[config.mk]
export PLATFORM = sky130hd
export DESIGN_NAME = cppsc_coord
export DESIGN_NICKNAME = d
export VERILOG_FILES = /design/src/hdl/cppsc_pkg.sv /design/src/hdl/cppsc_coord.sv
export SDC_FILE = /design/constraint.sdc
export NUM_CORES = 1
export LEC_CHECK = 0
export BUFFER_PORTS_ARGS = -buffer_cell sky130_fd_sc_hd__buf_2
export CAP_MARGIN = 20
export CORE_MARGIN = 2
export CORE_UTILIZATION = 39
export CTS_CLUSTER_DIAMETER = 60
export DETAILED_ROUTE_END_ITERATION = 16
export HOLD_SLACK_MARGIN = 0.15
export PLACE_DENSITY = 0.77
export SLEW_MARGIN = 0
export SYNTH_ARGS = -nofsm -noshare
export SYNTH_HDL_FRONTEND = slang
export SYNTH_SLANG_ARGS = --single-unit
[constraint.sdc]
create_clock -name mclk -period 5.15 [get_ports mclk]
set_input_delay 0.7725 -clock mclk [delete_from_list [all_inputs] [get_ports mclk]]
set_output_delay 0.7725 -clock mclk [all_outputs]
set_load 0.03 [all_outputs]
[src/hdl/cppsc_pkg.sv]
// Purpose: Shared types and constants for the core and package power-state coordinator
// Assumes: One clock, mclk at 250 MHz
// Notes: Package state and level codes are driven on plain ports
package cppsc_pkg;
    localparam int unsigned MCLK_MHZ = 250;
    localparam int unsigned SG_ENTRY_BCLKS = 20;
    localparam int unsigned CTX_WORDS = 16;
    localparam int unsigned CTX_AW = 4;

    typedef enum logic [2:0] {
        CPPSC_C0 = 3'b000,
        CPPSC_C1 = 3'b001,
        CPPSC_C2 = 3'b010,
        CPPSC_C3 = 3'b011,
        CPPSC_C4 = 3'b100,
        CPPSC_C6 = 3'b101,
        CPPSC_FLUSH = 3'b110,
        CPPSC_SNOOP = 3'b111
    } cppsc_core_e;

    typedef enum logic [1:0] {
        CPPSC_PKG_NORMAL = 2'b00,
        CPPSC_PKG_STOPGRANT = 2'b01,
        CPPSC_PKG_DEEPSLEEP = 2'b10,
        CPPSC_PKG_DEEPER = 2'b11
    } cppsc_pkg_e;

    // Requested depth: 0 none, 1 C1, 2 C2, 3 C3, 4 C4, 6 C6
    typedef struct packed {
        logic halt;
        logic wait_req;
        logic [2:0] wait_hint;
        logic level_read;
        logic [2:0] level_idx;
    } cppsc_req_s;

    typedef struct packed {
        logic smi;
        logic init;
        logic lint;
        logic bus_intr;
        logic monitor;
    } cppsc_wake_s;

    // Per-level hint fields in misc_enable_config: 3 bits each, levels 2..6
    localparam int unsigned HINT_W = 3;
    localparam int unsigned MISC_W = 15;
    localparam logic [2:0] LVL_BASE = 3'h2;
    localparam logic [2:0] HINT_C1 = 3'h1;
    localparam logic [2:0] HINT_C2 = 3'h2;
    localparam logic [2:0] HINT_C3 = 3'h3;
    localparam logic [2:0] HINT_C4 = 3'h4;
    localparam logic [2:0] HINT_C6 = 3'h6;
    localparam int unsigned CST_DCS_BIT = 0;
    localparam int unsigned CST_EDS_BIT = 1;
    localparam int unsigned CST_W = 2;
endpackage

[src/hdl/cppsc_coord.sv]
// Purpose: Per-core C-state machines and package state coordination
// Assumes: Requests are one-cycle pulses synchronous to mclk
// Notes: One state machine per core feeds a shared package coordinator
// Overview of operation
// - Cores sleep independently; common state triggers matching package level read.
// - Level reads become internal wait requests, never bus I/O reads.
// - Level reads need no armed monitor address.
// - Level-read hint comes from misc_enable_config fields.
// - Break event during stop-clock asserts pending-break output.
// - Package follows shallower core: Normal, Stop-Grant or Deep Sleep.
// - Both cores in C4 request the deepest voltage-reduced package state.
// - Halt enters C1; SMI, init, local lines or bus interrupt wake to C0.
// - Reset in any low-power state initialises the core at once.
// - Management interrupt exit resumes Normal or halt state.
// - Stop-clock deassert during halt returns core to halt.
// - Halt C1 services snoops in a snoopable sub-state then returns.
// - Wait C1 behaves like halt C1; monitor event also wakes.
// - Level-2 read or wait C2 enters C2; acknowledge only under stop-clock.
// - C2 services snoops through a snoopable sub-state then returns.
// - C3 entry via level-3 read or wait C3, after L1 flush.
// - C3 keeps state, keeps monitor armed, stops core clocks.
// - C3 ignores bus snoops and other-core cacheable accesses.
// - C3 wakes on monitor, SMI, init, local lines or bus interrupt.
// - C4 via level-4/5 read or wait C4, else like C3.
// - Enhanced deep state allowed only with cache sizing and enhanced bits.
// - C6 saves context to own storage; core supply may drop.
// - Under stop-clock, Stop-Grant within 20 bus clocks of acknowledge.
// - Pending-break asserts under stop-clock for any latched interrupt or monitor event.
module cppsc_coord #(
    parameter int unsigned NCORES = 2,
    parameter int unsigned BCLK_DIV = 4
) (
    input wire logic mclk,
    input wire logic resetn,
    input wire cppsc_pkg::cppsc_req_s [NCORES-1:0] core_req,
    input wire cppsc_pkg::cppsc_wake_s [NCORES-1:0] core_wake,
    input wire logic [NCORES-1:0] smm_resume_halt,
    input wire logic [NCORES-1:0] bus_snoop,
    input wire logic [NCORES-1:0] peer_snoop,
    input wire logic [NCORES-1:0] flush_done,
    input wire logic [NCORES-1:0] snoop_done,
    input wire logic [NCORES-1:0] ctx_wr,
    input wire logic [NCORES-1:0][cppsc_pkg::CTX_AW-1:0] ctx_addr,
    input wire logic [NCORES-1:0][31:0] ctx_wdata,
    input wire logic [cppsc_pkg::MISC_W-1:0] misc_enable_config,
    input wire logic [cppsc_pkg::CST_W-1:0] cstate_config_control,
    input wire logic stop_clock_request_n,
    input wire logic level_read_ack,
    output logic pending_break_event_n,
    output logic power_level_read,
    output logic [2:0] power_level_code,
    output cppsc_pkg::cppsc_pkg_e package_state,
    output logic [NCORES-1:0] stop_grant_ack,
    output logic [NCORES-1:0] in_stop_grant,
    output logic [NCORES-1:0] core_clock_stop,
    output logic [NCORES-1:0] flush_l1_req,
    output logic [NCORES-1:0] core_supply_off,
    output logic [NCORES-1:0][2:0] core_state_out
);
    import cppsc_pkg::*;

    localparam int unsigned SG_CYC = SG_ENTRY_BCLKS * BCLK_DIV;
    localparam int unsigned SGW = $clog2(SG_CYC + 1);

    cppsc_core_e cstate_r [NCORES];
    logic [2:0] target_r [NCORES];
    logic [2:0] ret_r [NCORES];
    logic [NCORES-1:0] halted_r;
    logic [NCORES-1:0] pend_r;
    logic [NCORES-1:0] sg_ack_r;
    logic [NCORES-1:0] sg_in_r;
    logic [SGW-1:0] sg_cnt_r [NCORES];
    logic [31:0] ctx_mem [NCORES][CTX_WORDS];
    logic [2:0] last_code_r;
    logic pbe_n_r;
    logic lvl_rd_r;
    logic [2:0] lvl_code_r;
    cppsc_pkg_e pkg_r;
    logic [NCORES-1:0] clk_stop_r;
    logic [NCORES-1:0] flush_r;
    logic [NCORES-1:0] supply_off_r;
    logic [NCORES-1:0][2:0] state_out_r;

    // Maps a level index to the configured wait hint
    function automatic logic [2:0] lvl_hint(input logic [2:0] idx, input logic [MISC_W-1:0] cfg);
        logic [2:0] off;
        off = idx - LVL_BASE;
        lvl_hint = cfg[off*HINT_W +: HINT_W];
    endfunction

    // Depth of a state, treating sub-states as their parent
    function automatic logic [2:0] depth(input cppsc_core_e s, input logic [2:0] ret);
        unique case (s)
            CPPSC_C0: depth = 3'h0;
            CPPSC_C1: depth = HINT_C1;
            CPPSC_C2: depth = HINT_C2;
            CPPSC_C3: depth = HINT_C3;
            CPPSC_C4: depth = HINT_C4;
            CPPSC_C6: depth = HINT_C6;
            CPPSC_FLUSH: depth = 3'h0;
            CPPSC_SNOOP: depth = ret;
        endcase
    endfunction

    function automatic logic any_wake(input cppsc_wake_s w);
        any_wake = w.smi | w.init | w.lint | w.bus_intr;
    endfunction

    wire stop_clk = ~stop_clock_request_n;

    genvar g;
    generate
        for (g = 0; g < NCORES; g++) begin : g_core
            logic [2:0] want;
            always_comb begin
                want = 3'h0;
                if (core_req[g].halt)
                    want = HINT_C1;
                else if (core_req[g].wait_req)
                    want = core_req[g].wait_hint;
                else if (core_req[g].level_read)
                    want = lvl_hint(core_req[g].level_idx, misc_enable_config);
            end

            // Core state machine
            always_ff @(posedge mclk or negedge resetn) begin
                if (!resetn) begin
                    cstate_r[g] <= CPPSC_C0;
                    target_r[g] <= 3'h0;
                    ret_r[g] <= 3'h0;
                    halted_r[g] <= 1'b0;
                end else begin
                    unique case (cstate_r[g])
                        CPPSC_C0: begin
                            if (core_wake[g].smi) begin
                                halted_r[g] <= 1'b0;
                            end else if (want == HINT_C1 || want == HINT_C2) begin
                                cstate_r[g] <= (want == HINT_C1) ? CPPSC_C1 : CPPSC_C2;
                                halted_r[g] <= core_req[g].halt;
                            end else if (want >= HINT_C3 && want <= HINT_C6) begin
                                target_r[g] <= want;
                                cstate_r[g] <= CPPSC_FLUSH;
                            end else if (smm_resume_halt[g]) begin
                                cstate_r[g] <= CPPSC_C1;
                                halted_r[g] <= 1'b1;
                            end
                        end
                        CPPSC_FLUSH: begin
                            if (flush_done[g]) begin
                                unique case (target_r[g])
                                    HINT_C3: cstate_r[g] <= CPPSC_C3;
                                    HINT_C6: cstate_r[g] <= CPPSC_C6;
                                    default: cstate_r[g] <= CPPSC_C4;
                                endcase
                            end
                        end
                        CPPSC_C1, CPPSC_C2: begin
                            if (any_wake(core_wake[g]) ||
                                    (!halted_r[g] && core_wake[g].monitor)) begin
                                cstate_r[g] <= CPPSC_C0;
                            end else if (bus_snoop[g] || peer_snoop[g]) begin
                                ret_r[g] <= depth(cstate_r[g], 3'h0);
                                cstate_r[g] <= CPPSC_SNOOP;
                            end
                        end
                        CPPSC_SNOOP: begin
                            if (snoop_done[g])
                                cstate_r[g] <= (ret_r[g] == HINT_C1) ? CPPSC_C1 : CPPSC_C2;
                        end
                        default: begin
                            // C3, C4, C6: snoops ignored, caches already flushed
                            if (any_wake(core_wake[g]) || core_wake[g].monitor)
                                cstate_r[g] <= CPPSC_C0;
                        end
                    endcase
                end
            end

            // Latched break events
            always_ff @(posedge mclk or negedge resetn) begin
                if (!resetn)
                    pend_r[g] <= 1'b0;
                else if (any_wake(core_wake[g]) || core_wake[g].monitor)
                    pend_r[g] <= 1'b1;
                else if (cstate_r[g] == CPPSC_C0 && stop_clock_request_n)
                    pend_r[g] <= 1'b0;
            end

            // Stop-grant acknowledge and entry timer
            always_ff @(posedge mclk or negedge resetn) begin
                if (!resetn) begin
                    sg_ack_r[g] <= 1'b0;
                    sg_in_r[g] <= 1'b0;
                    sg_cnt_r[g] <= '0;
                end else if (!stop_clk) begin
                    sg_ack_r[g] <= 1'b0;
                    sg_in_r[g] <= 1'b0;
                    sg_cnt_r[g] <= '0;
                end else if (!sg_ack_r[g]) begin
                    sg_ack_r[g] <= 1'b1;
                    sg_cnt_r[g] <= SGW'(SG_CYC - 1);
                end else if (sg_cnt_r[g] != '0) begin
                    sg_cnt_r[g] <= sg_cnt_r[g] - 1'b1;
                end else begin
                    sg_in_r[g] <= 1'b1;
                end
            end

            // Context save storage on the I/O plane
            always_ff @(posedge mclk) begin
                if (ctx_wr[g] && cstate_r[g] == CPPSC_FLUSH && target_r[g] == HINT_C6)
                    ctx_mem[g][ctx_addr[g]] <= ctx_wdata[g];
            end

            always_ff @(posedge mclk or negedge resetn) begin
                if (!resetn) begin
                    clk_stop_r[g] <= 1'b0;
                    flush_r[g] <= 1'b0;
                    supply_off_r[g] <= 1'b0;
                    state_out_r[g] <= 3'h0;
                end else begin
                    clk_stop_r[g] <= (cstate_r[g] == CPPSC_C3) || (cstate_r[g] == CPPSC_C4) ||
                        (cstate_r[g] == CPPSC_C6);
                    flush_r[g] <= (cstate_r[g] == CPPSC_FLUSH) && !flush_done[g];
                    supply_off_r[g] <= (cstate_r[g] == CPPSC_C6);
                    state_out_r[g] <= depth(cstate_r[g], ret_r[g]);
                end
            end
        end
    endgenerate

    // Package coordination from the shallower core
    logic [2:0] min_d;
    logic [2:0] pkg_code;
    cppsc_pkg_e pkg_nxt;
    always_comb begin
        min_d = 3'h7;
        for (int i = 0; i < NCORES; i++) begin
            if (depth(cstate_r[i], ret_r[i]) < min_d)
                min_d = depth(cstate_r[i], ret_r[i]);
        end
        pkg_code = min_d;
        if (min_d <= HINT_C1) begin
            pkg_nxt = CPPSC_PKG_NORMAL;
            pkg_code = 3'h0;
        end else if (min_d == HINT_C2) begin
            pkg_nxt = CPPSC_PKG_STOPGRANT;
        end else if (min_d == HINT_C3) begin
            pkg_nxt = CPPSC_PKG_DEEPSLEEP;
        end else if (cstate_control_ok()) begin
            pkg_nxt = CPPSC_PKG_DEEPER;
        end else begin
            pkg_nxt = CPPSC_PKG_DEEPER;
            pkg_code = HINT_C4;
        end
    end

    function automatic logic cstate_control_ok();
        cstate_control_ok = cstate_config_control[CST_DCS_BIT] &
            cstate_config_control[CST_EDS_BIT];
    endfunction

    // One level read per change to a non-zero package level code
    always_ff @(posedge mclk or negedge resetn) begin
        if (!resetn) begin
            pkg_r <= CPPSC_PKG_NORMAL;
            last_code_r <= 3'h0;
            lvl_rd_r <= 1'b0;
            lvl_code_r <= 3'h0;
        end else begin
            pkg_r <= pkg_nxt;
            if (lvl_rd_r) begin
                if (level_read_ack)
                    lvl_rd_r <= 1'b0;
            end else if (pkg_code != last_code_r) begin
                last_code_r <= pkg_code;
                if (pkg_code != 3'h0) begin
                    lvl_rd_r <= 1'b1;
                    lvl_code_r <= pkg_code;
                end
            end
        end
    end

    // Pending break only while stop-clock holds
    always_ff @(posedge mclk or negedge resetn) begin
        if (!resetn)
            pbe_n_r <= 1'b1;
        else
            pbe_n_r <= ~(stop_clk && (|pend_r));
    end

    assign pending_break_event_n = pbe_n_r;
    assign power_level_read = lvl_rd_r;
    assign power_level_code = lvl_code_r;
    assign package_state = pkg_r;
    assign stop_grant_ack = sg_ack_r;
    assign in_stop_grant = sg_in_r;
    assign core_clock_stop = clk_stop_r;
    assign flush_l1_req = flush_r;
    assign core_supply_off = supply_off_r;
    assign core_state_out = state_out_r;
endmodule

==> results of run 1 <==
-- cell families after synthesis --
| logic type | after synthesis | share of synthesized area [%] |
|---|---|---|
| muxes | 18 | 5.62 |
| xor gates and xnor gates | 18 | 4.29 |
| buffers and inverters | 43 | 4.84 |
| adders and majority gates | 7 | 2.38 |
| DFF | 61 | 41.6 |
| and+or+nand+nor | 137 | 19.1 |
| AOI/OAI and AO/OA | 119 | 22.2 |
-- report_power, final --
group	switching (mW)	internal (mW)
registers	0.148	0.608
clock network	0.180	0.198
logic	0.520	0.369
total	0.849	1.18
-- cell type report --
cell class              instances  area (µm²)  share of cell area (%)
clock buffers                  12         155                    3.58
clock inverters                 4        22.5                   0.520
inverters                      28         105                    2.43
multi-input cells             299        1970                    45.4
flip-flops and latches         61        1530                    35.3
well taps                     111         139                    3.21
repair buffers                 82         413                    9.54
-- critical path, delay by kind of cell (launching register included) --
family	cells	cell delay, ns
fa+ha+maj	1	0.26
buf+inv	1	0.05
flops	1	0.62
compound gates	7	1.37
simple gates	3	0.71
-- sequential cells by signal (all words and copies together) (netlist names) --
| register | count |
|---|---|
| core_clock_stop | 2 |
| core_state_out | 6 |
| core_supply_off | 2 |
| cstate_r | 6 |
| flush_l1_req | 2 |
| halted_r | 2 |
| in_stop_grant | 2 |
| last_code_r | 3 |
| package_state | 2 |
| pend_r | 2 |
| pending_break_event_n | 1 |
| power_level_code | 3 |
| power_level_read | 1 |
| ret_r | 6 |
| sg_cnt_r | 14 |
| stop_grant_ack | 1 |
| target_r | 6 |
-- per-layer routing --
| metal | part of all wire (%) | global-route usage [%] | up-vias |
|---|---|---|---|
| li1 | - | - | 1608 |
| met1 | 44 | 20.9 | 1539 |
| met2 | 47 | 28.9 | 127 |
| met3 | 6.7 | 4.79 | 14 |
| met4 | 1.9 | 6.96 | 0 |
| met5 | 0 | 0 | - |
-- final timing paths --
check                       startpoint                    end  cells after the start
min in group asynchronous       resetn           sg_cnt_r[13]                      2
max in group asynchronous       resetn        flush_l1_req[1]                      2
hold / removal               pend_r[0]  pending_break_event_n                      1
setup reg to reg           cstate_r[4]    power_level_code[1]                     12
hold reg to reg              pend_r[0]  pending_break_event_n                      1
setup / recovery           cstate_r[4]    power_level_code[1]                     12
-- synth_stat cells (2+ instances only) --
cell | count | area [µm²]
nand3b_1 | 6 | 45.0
nor2_1 | 29 | 109
xnor2_1 | 8 | 70.1
o21ai_1 | 16 | 80.1
xor2_1 | 10 | 87.6
nand3_1 | 9 | 45.0
o31ai_1 | 2 | 15.0
a21o_1 | 7 | 52.6
a21oi_1 | 30 | 150
o211ai_2 | 2 | 25.0
and3_1 | 3 | 18.8
buf_2 | 3 | 15.0
o32ai_1 | 2 | 17.5
o22ai_1 | 4 | 25.0
inv_1 | 28 | 105
a31oi_1 | 9 | 56.3
o21ai_0 | 11 | 55.1
and2_1 | 4 | 25.0
ha_1 | 7 | 87.6
o22a_1 | 4 | 35.0
a2111o_1 | 2 | 22.5
mux2_4 | 4 | 60.1
mux2_2 | 4 | 45.0
a32o_1 | 2 | 20.0
or4_1 | 2 | 15.0
o21bai_1 | 4 | 30.0
nand2b_1 | 6 | 37.5
and3b_1 | 2 | 17.5
nor3_1 | 18 | 90.1
a32oi_1 | 3 | 26.3
o21a_1 | 3 | 22.5
nor4_1 | 3 | 18.8
a2111oi_2 | 2 | 30.0
clkbuf_1 | 8 | 30.0
a22oi_1 | 2 | 15.0
nor2b_1 | 5 | 31.3
nand2_1 | 41 | 154
dfrtp_1 | 60 | 1500
mux2i_1 | 9 | 90.1
==> impl_results.md, run 1 <==
* All-Layer GR Usage at between 10% and 20%
* CP cell instances: nor2b_1 > a31o_2 > inv_1 > ha_1 > o21bai_1 > a22oi_1 > o21ai_1 > nand2_1 > and3_1 > o221ai_2 > o211ai_2 > a22o_1
* Hold WS at 0.438 ns
* Initial antenna violation count at 0
* Critical path fanouts, max at 14
* Crit path required time at 5.38 ns
* CP endpoint kind: flop
* Slew HR at 49.7%
* DP Worst Slack at 2.08 ns
* P per Cell Area at 467 nW/µm²
* Max_cap viols at 0
* Setup WS post-layout at 2.03 ns
* Total number of vias at 3288
* Crit path largest cell delay at approximately 0.62 ns
* Vias/cell at ~5.5
* Leak at between 2 and 2.5 nW
* Residual DRC count at 0
* Hold Crit Class: flop to flop
* Cts hold-fix bufs at 0
* Row count at 35
* Setup_tns at 0 ns
* Commonest non-fill, non-tap cell in the layout: buf_2
* Overall Power at 2.02 mW
* Worst Tran Pin Value at 0.754 ns
* R2r setup slk at 2.03 ns
* WL per Instance at 14.0 µm
* CP startpoint kind: flop
* Seq cells post-synth at 61
* Sequential fraction of the synthesis area at a little over two fifths
* Clk buf depth at 2
* Area grow syn2layout at 17.9%
* Initial Utilization at 39.9%
* Sink Count at 61
* Setup CP Type: flop to flop
* # fillers at 857
* Clk_skew at approximately 0.0049 ns
* Postcts setup bufs at 0
* Vias in the first global route at between 3000 and 4000
* CP arrival at 3.35 ns
* Layout cells sized above 1 at 24.5%
* Ant diodes at 0
* I/O Buffers at slightly above 80
* DIE HEIGHT at between 100 and 150 µm
* I/O pin total at about 160
* Average cell area after synthesis at 9.11 µm²
* Tmin final at approximately 3.1 ns
* GPL Wtd Cong at 0.829
* Final hold violation count at 0
* Area post-placement at 4150 µm²
* RSZ-0062 raised after global routing: no
* Fin crit share at just over 60%
* Number of flops mapped to enable cells by yosys at 0
* Yosys cell types at 68
* Most frequent cells in the layout: 81 x buf_2, 60 x dfrtp_1, 41 x nand2_1
* Grt ovf at 0
* Chip width at 101 µm
* Yosys warnings at 0
* Setup violators final at 0
* Synth Cell Area at 3670 µm²
* Largest net degree at the start of global routing at 62
* Syn Nets at 543
* Placed insts at 581
* Final slew viol count at 0
* Synthesized instance count at 403
* Post-DP HPWL at approximately 6200 µm
* Final net count at between 600 and 700
* Drt first pass iters at 5
* F_max at 320 MHz
* Asr flop ratio synth at 100%
* H-tree Lvls at 3
* Worst ir drop on vdd at 0.202 mV
* Root buffer cell: clkbuf_8
* First-pass GRT wire length at 14100 µm
* Slowest CP cell: dfrtp_1
* Final WL at 8350 µm
* Post-CTS resize count at 0
* Number of routed nets with antenna violations at 0
* Worst-Skew Late Latency at 0.34 ns
* Leading register cell type out of synthesis: dfrtp_1
* Core box area at ~9200 µm²
* Iter 0 DRT Violations at 156
* Die Area at ~10000 µm²
* Final Core Density at between 40% and 50%
* Post-Layout Cell Count at 597
* Reg clk slew, reported paths at roughly 0.06 ns
* Status: completed
* CTS tree: done
* Design Area, Final at 4330 µm²
* Num CTS Buffers at 9
No activity file was read; power rests on OpenSTA's default activity.
==> run 2: changes to the inputs <==
ABC_AREA = 1   (was not set)
clock period = 3.2 ns   (was 5.15 ns; I/O delays follow)
==> run 2 against run 1 <==
- cell count grew 27%
- worst hold slack worse by 0.21 ns
- wire length rose by 0.50%
- non-clock buffer count rose by 1
- sequential power up 54%
- sequential share of layout area down 2.0 points
- setup slack worse by 1.4 ns
- largest cell class unchanged
- highest routed layer unchanged
==> impl_results.md, run 2 <==
* Status: completed
* Met2 GRT Util at 30.9% (+2.0 points)
* Layout cells sized above 1 at 25.3% (+0.79 points)
* Area leader, netlist: dfrtp_1
* Yosys warnings at 0 (unchanged)
* Worst-Skew Late Latency at 0.32 ns (-0.02 ns)
* Drt first pass iters at 5 (unchanged)
* Residual DRC count at 0 (unchanged)
* Area of the multi-input gates at 1900 µm² (-3.3%)
* Count leader, synth: nand2_1
* Fraction of the mapped netlist area in adder cells at 2.29% (-0.098 points)
* Syn Nets at 671 (+24%)
* Worst Tran Pin Value at 0.794 ns (+0.0400 ns)
* DP Worst Slack at 0.675 ns (-1.41 ns)
* # fillers at 990 (+16%)
* CP startpoint kind: flop
* Met1 Resource Use GR at 20.8% (-0.082 points)
* Slowest CP cell: dfrtp_1
* Overall Power at 3.68 mW (+82%)
* RSZ-0062 raised after global routing: no
* Synth top area share at 39.2% (-1.7 points)
* Synth top area cells: dfrtp_1 39%, nand2_1 14%, inv_1 8.1%
* Fraction of the mapped netlist area in simple logic gates at 35.2% (+16 points)
* Chip width at 103 µm (+2.0%)
* Ant diodes at 0 (unchanged)
* Num CTS Buffers at 9 (unchanged)
* Grt ovf at 0 (unchanged)
* Setup WS post-layout at 0.646 ns (-1.38 ns)
* Row count at 36 (+2.9%)
* Final slew viol count at 0 (unchanged)
* Iter 0 DRT Violations at 176 (+13%)
* Max reg flops at 14 (unchanged)
* Leak at 2.58 nW (+25%)
* First-pass GRT wire length at 14700 µm (+4.2%)
* Area grow syn2layout at 20.0%
* Core box area at 9640 µm² (+4.8%)
* Sequential fraction of the synthesis area at 39.9% (-1.7 points)
* Final net count at 760 (+22%)
* Top reg by flops: sg_cnt_r
* Register Area at 1530 µm² (unchanged)
* Post-DP HPWL at 6680 µm (+7.7%)
* Root buffer cell: clkbuf_8
* Sink Count at 61 (unchanged)
* Synth Cell Area at 3830 µm² (+4.3%)
* Synth Area in XOR/XNOR at 0.686% (-3.6 points)
* Delay-heaviest family, CP: simple AND/OR/NAND/NOR gates
* Yosys cell types at 43 (-37%)
* I/O pin total at 156 (unchanged)
* Clk buf depth at 2 (unchanged)
* CP arrival at 2.77 ns (-0.58 ns)
* Met3 GRT Util at 2.24% (-2.5 points)
* Largest family of logic cells by synthesized area: simple AND/OR/NAND/NOR gates
* Hold Crit Class: input pin to async pin
* Leading register cell type out of synthesis: dfrtp_1
* CP endpoint kind: flop
* P per Cell Area at 800 nW/µm² (+71%)
* Critical path fanouts, max at 6 (-8)
* Placed insts at 742 (+28%)
* I/O Buffers at 81 (unchanged)
* CP bufs+invs at 2 (+1)
* Setup CP Type: flop to flop
* Max_cap viols at 0 (unchanged)
* Die Area at 10600 µm² (+4.1%)
* H-tree Lvls at 3 (unchanged)
* Postcts setup bufs at 0 (unchanged)
* Synth top cells by count: 140 x nand2_1, 83 x inv_1, 60 x dfrtp_1
* F_max at 392 MHz (+22%)
* Largest net degree at the start of global routing at 38 (-39%)
* Post-Layout Cell Count at 758 (+27%)
* Slew HR at 47.0% (-2.7 points)
* Asr flop ratio synth at 100% (unchanged)
* WL per Instance at 11.1 µm (-21%)
* Worst ir drop on vdd at 0.384 mV (+90%)
* Synthesized instance count at 531 (+32%)
* Number of routed nets with antenna violations at 0 (unchanged)
* Initial antenna violation count at 0 (unchanged)
* All-Layer GR Usage at 17.0% (-0.19 points)
* Final hold violation count at 0 (unchanged)
* Worst path most repeated cell: nand2_1
* Cts hold-fix bufs at 0 (unchanged)
* Crit path required time at 3.42 ns (-1.96 ns)
* Fin crit share at 79.8% (+19 points)
* Vias in the first global route at 3560 (+13%)
* Commonest non-fill, non-tap cell in the layout: nand2_1
* Initial Utilization at 39.7% (-0.20 points)
* Clk_skew at 0.00769 ns (+0.00277 ns)
* Total number of vias at 3617 (+10%)
* GRT busiest layer: met2
* GPL Wtd Cong at 0.851 (+2.7%)
* Crit path largest cell delay at 0.45 ns (-0.17 ns)
* Setup_tns at 0 ns (unchanged)
* Setup violators final at 0 (unchanged)
* DIE HEIGHT at 103 µm (+2.0%)
* Post-CTS resize count at 0 (unchanged)
* Final WL at 8390 µm (+0.50%)
* Most frequent cells in the layout: 140 x nand2_1, 83 x inv_1, 81 x buf_2
* Fraction of synthesized area in multiplexers at 0% (-5.6 points)
* Number of flops mapped to enable cells by yosys at 0 (unchanged)
* Tmin final at 2.55 ns (-0.570 ns)
* CP cell instances: nand2_1 > clkinv_1 > a21oi_1 > a21oi_1 > inv_1 > ha_1 > a21oi_1 > nand2_4 > nand2_2 > nand2_2 > nor2_4 > nand2_1 > nand2_1 > nand2_2 > nand2_4 > nand3_2 > nand2_1 > nand2_1
* Seq cells post-synth at 61 (unchanged)
* Vias/cell at 4.77 (-13%)
* CTS tree: done
* Reg clk slew, reported paths at 0.07 ns (about the same)
* Average cell area after synthesis at 7.21 µm² (-21%)
* Area fraction in compound gates after synthesis at 11.5% (-11 points)
[run 2: cell count changes in the layout (fill, tap and decap cells not counted), moves of 15 or more]
cell     before  now
nand2_1      41  140
inv_1        28   83
nand3_1       9   33
nor2_1       29   50
nand2_2       0   17
a21oi_1      30   15
[run 2: kinds of logic (layout without fill, tap and decap cells)]
group	count (synthesis)	after routing
AO/OA/AOI/OAI	71	71
XOR/XNOR	3	3
adder cells (fa/ha/maj)	7	7
buffers and inverters	102	196
AND/OR/NAND/NOR	287	287
flip-flops	61	61
[run 2: metrics by stage]
step                      cell area, µm²  utilization, %  hold WS, ns
after global placement              4380            45.5        0.398
after global routing                4600            47.7        0.295
after floorplan                     3830               -        0.184
after CTS                           4600            47.7        0.262
after detailed placement            4380            45.5        0.409
final                               4600            47.7        0.230
[run 2: final timing paths]
kind	startpoint	endpoint	slack, ns	cells past startpoint
min in group mclk	level_read_ack	power_level_read	0.32	2
worst min register to register	pend_r[0]	pending_break_event_n	0.41	1
worst max register to register	cstate_r[1]	power_level_code[1]	0.65	18
max in group asynchronous	resetn	pending_break_event_n	2.20	2
worst min-delay path	resetn	sg_cnt_r[9]	0.23	1
worst max-delay path	cstate_r[1]	power_level_code[1]	0.65	18
[run 2: final cells by class]
type	count	share of cell area (%)
Multi-Input combinational cell	368	41.4
Sequential cell	61	33.2
Timing Repair Buffer	83	9.15
Inverter	97	7.98
Tap cell	133	3.62
Clock buffer	9	2.70
Clock inverter	7	1.93
[run 2: power by group]
| group | switching, mW | total (mW) | internal [mW] |
|---|---|---|---|
| combinational | 1.17 | 1.78 | 0.611 |
| clock | 0.298 | 0.734 | 0.435 |
| sequential | 0.158 | 1.16 | 1.00 |
| total | 1.63 | 3.68 | 2.05 |
[run 2: layer usage]
metal	share of wire, %	vias up	wire, µm
li1	-	1864	-
met1	46	1647	3830
met2	49	97	4090
met3	4.5	9	376
met4	1.1	0	94
met5	0	-	0
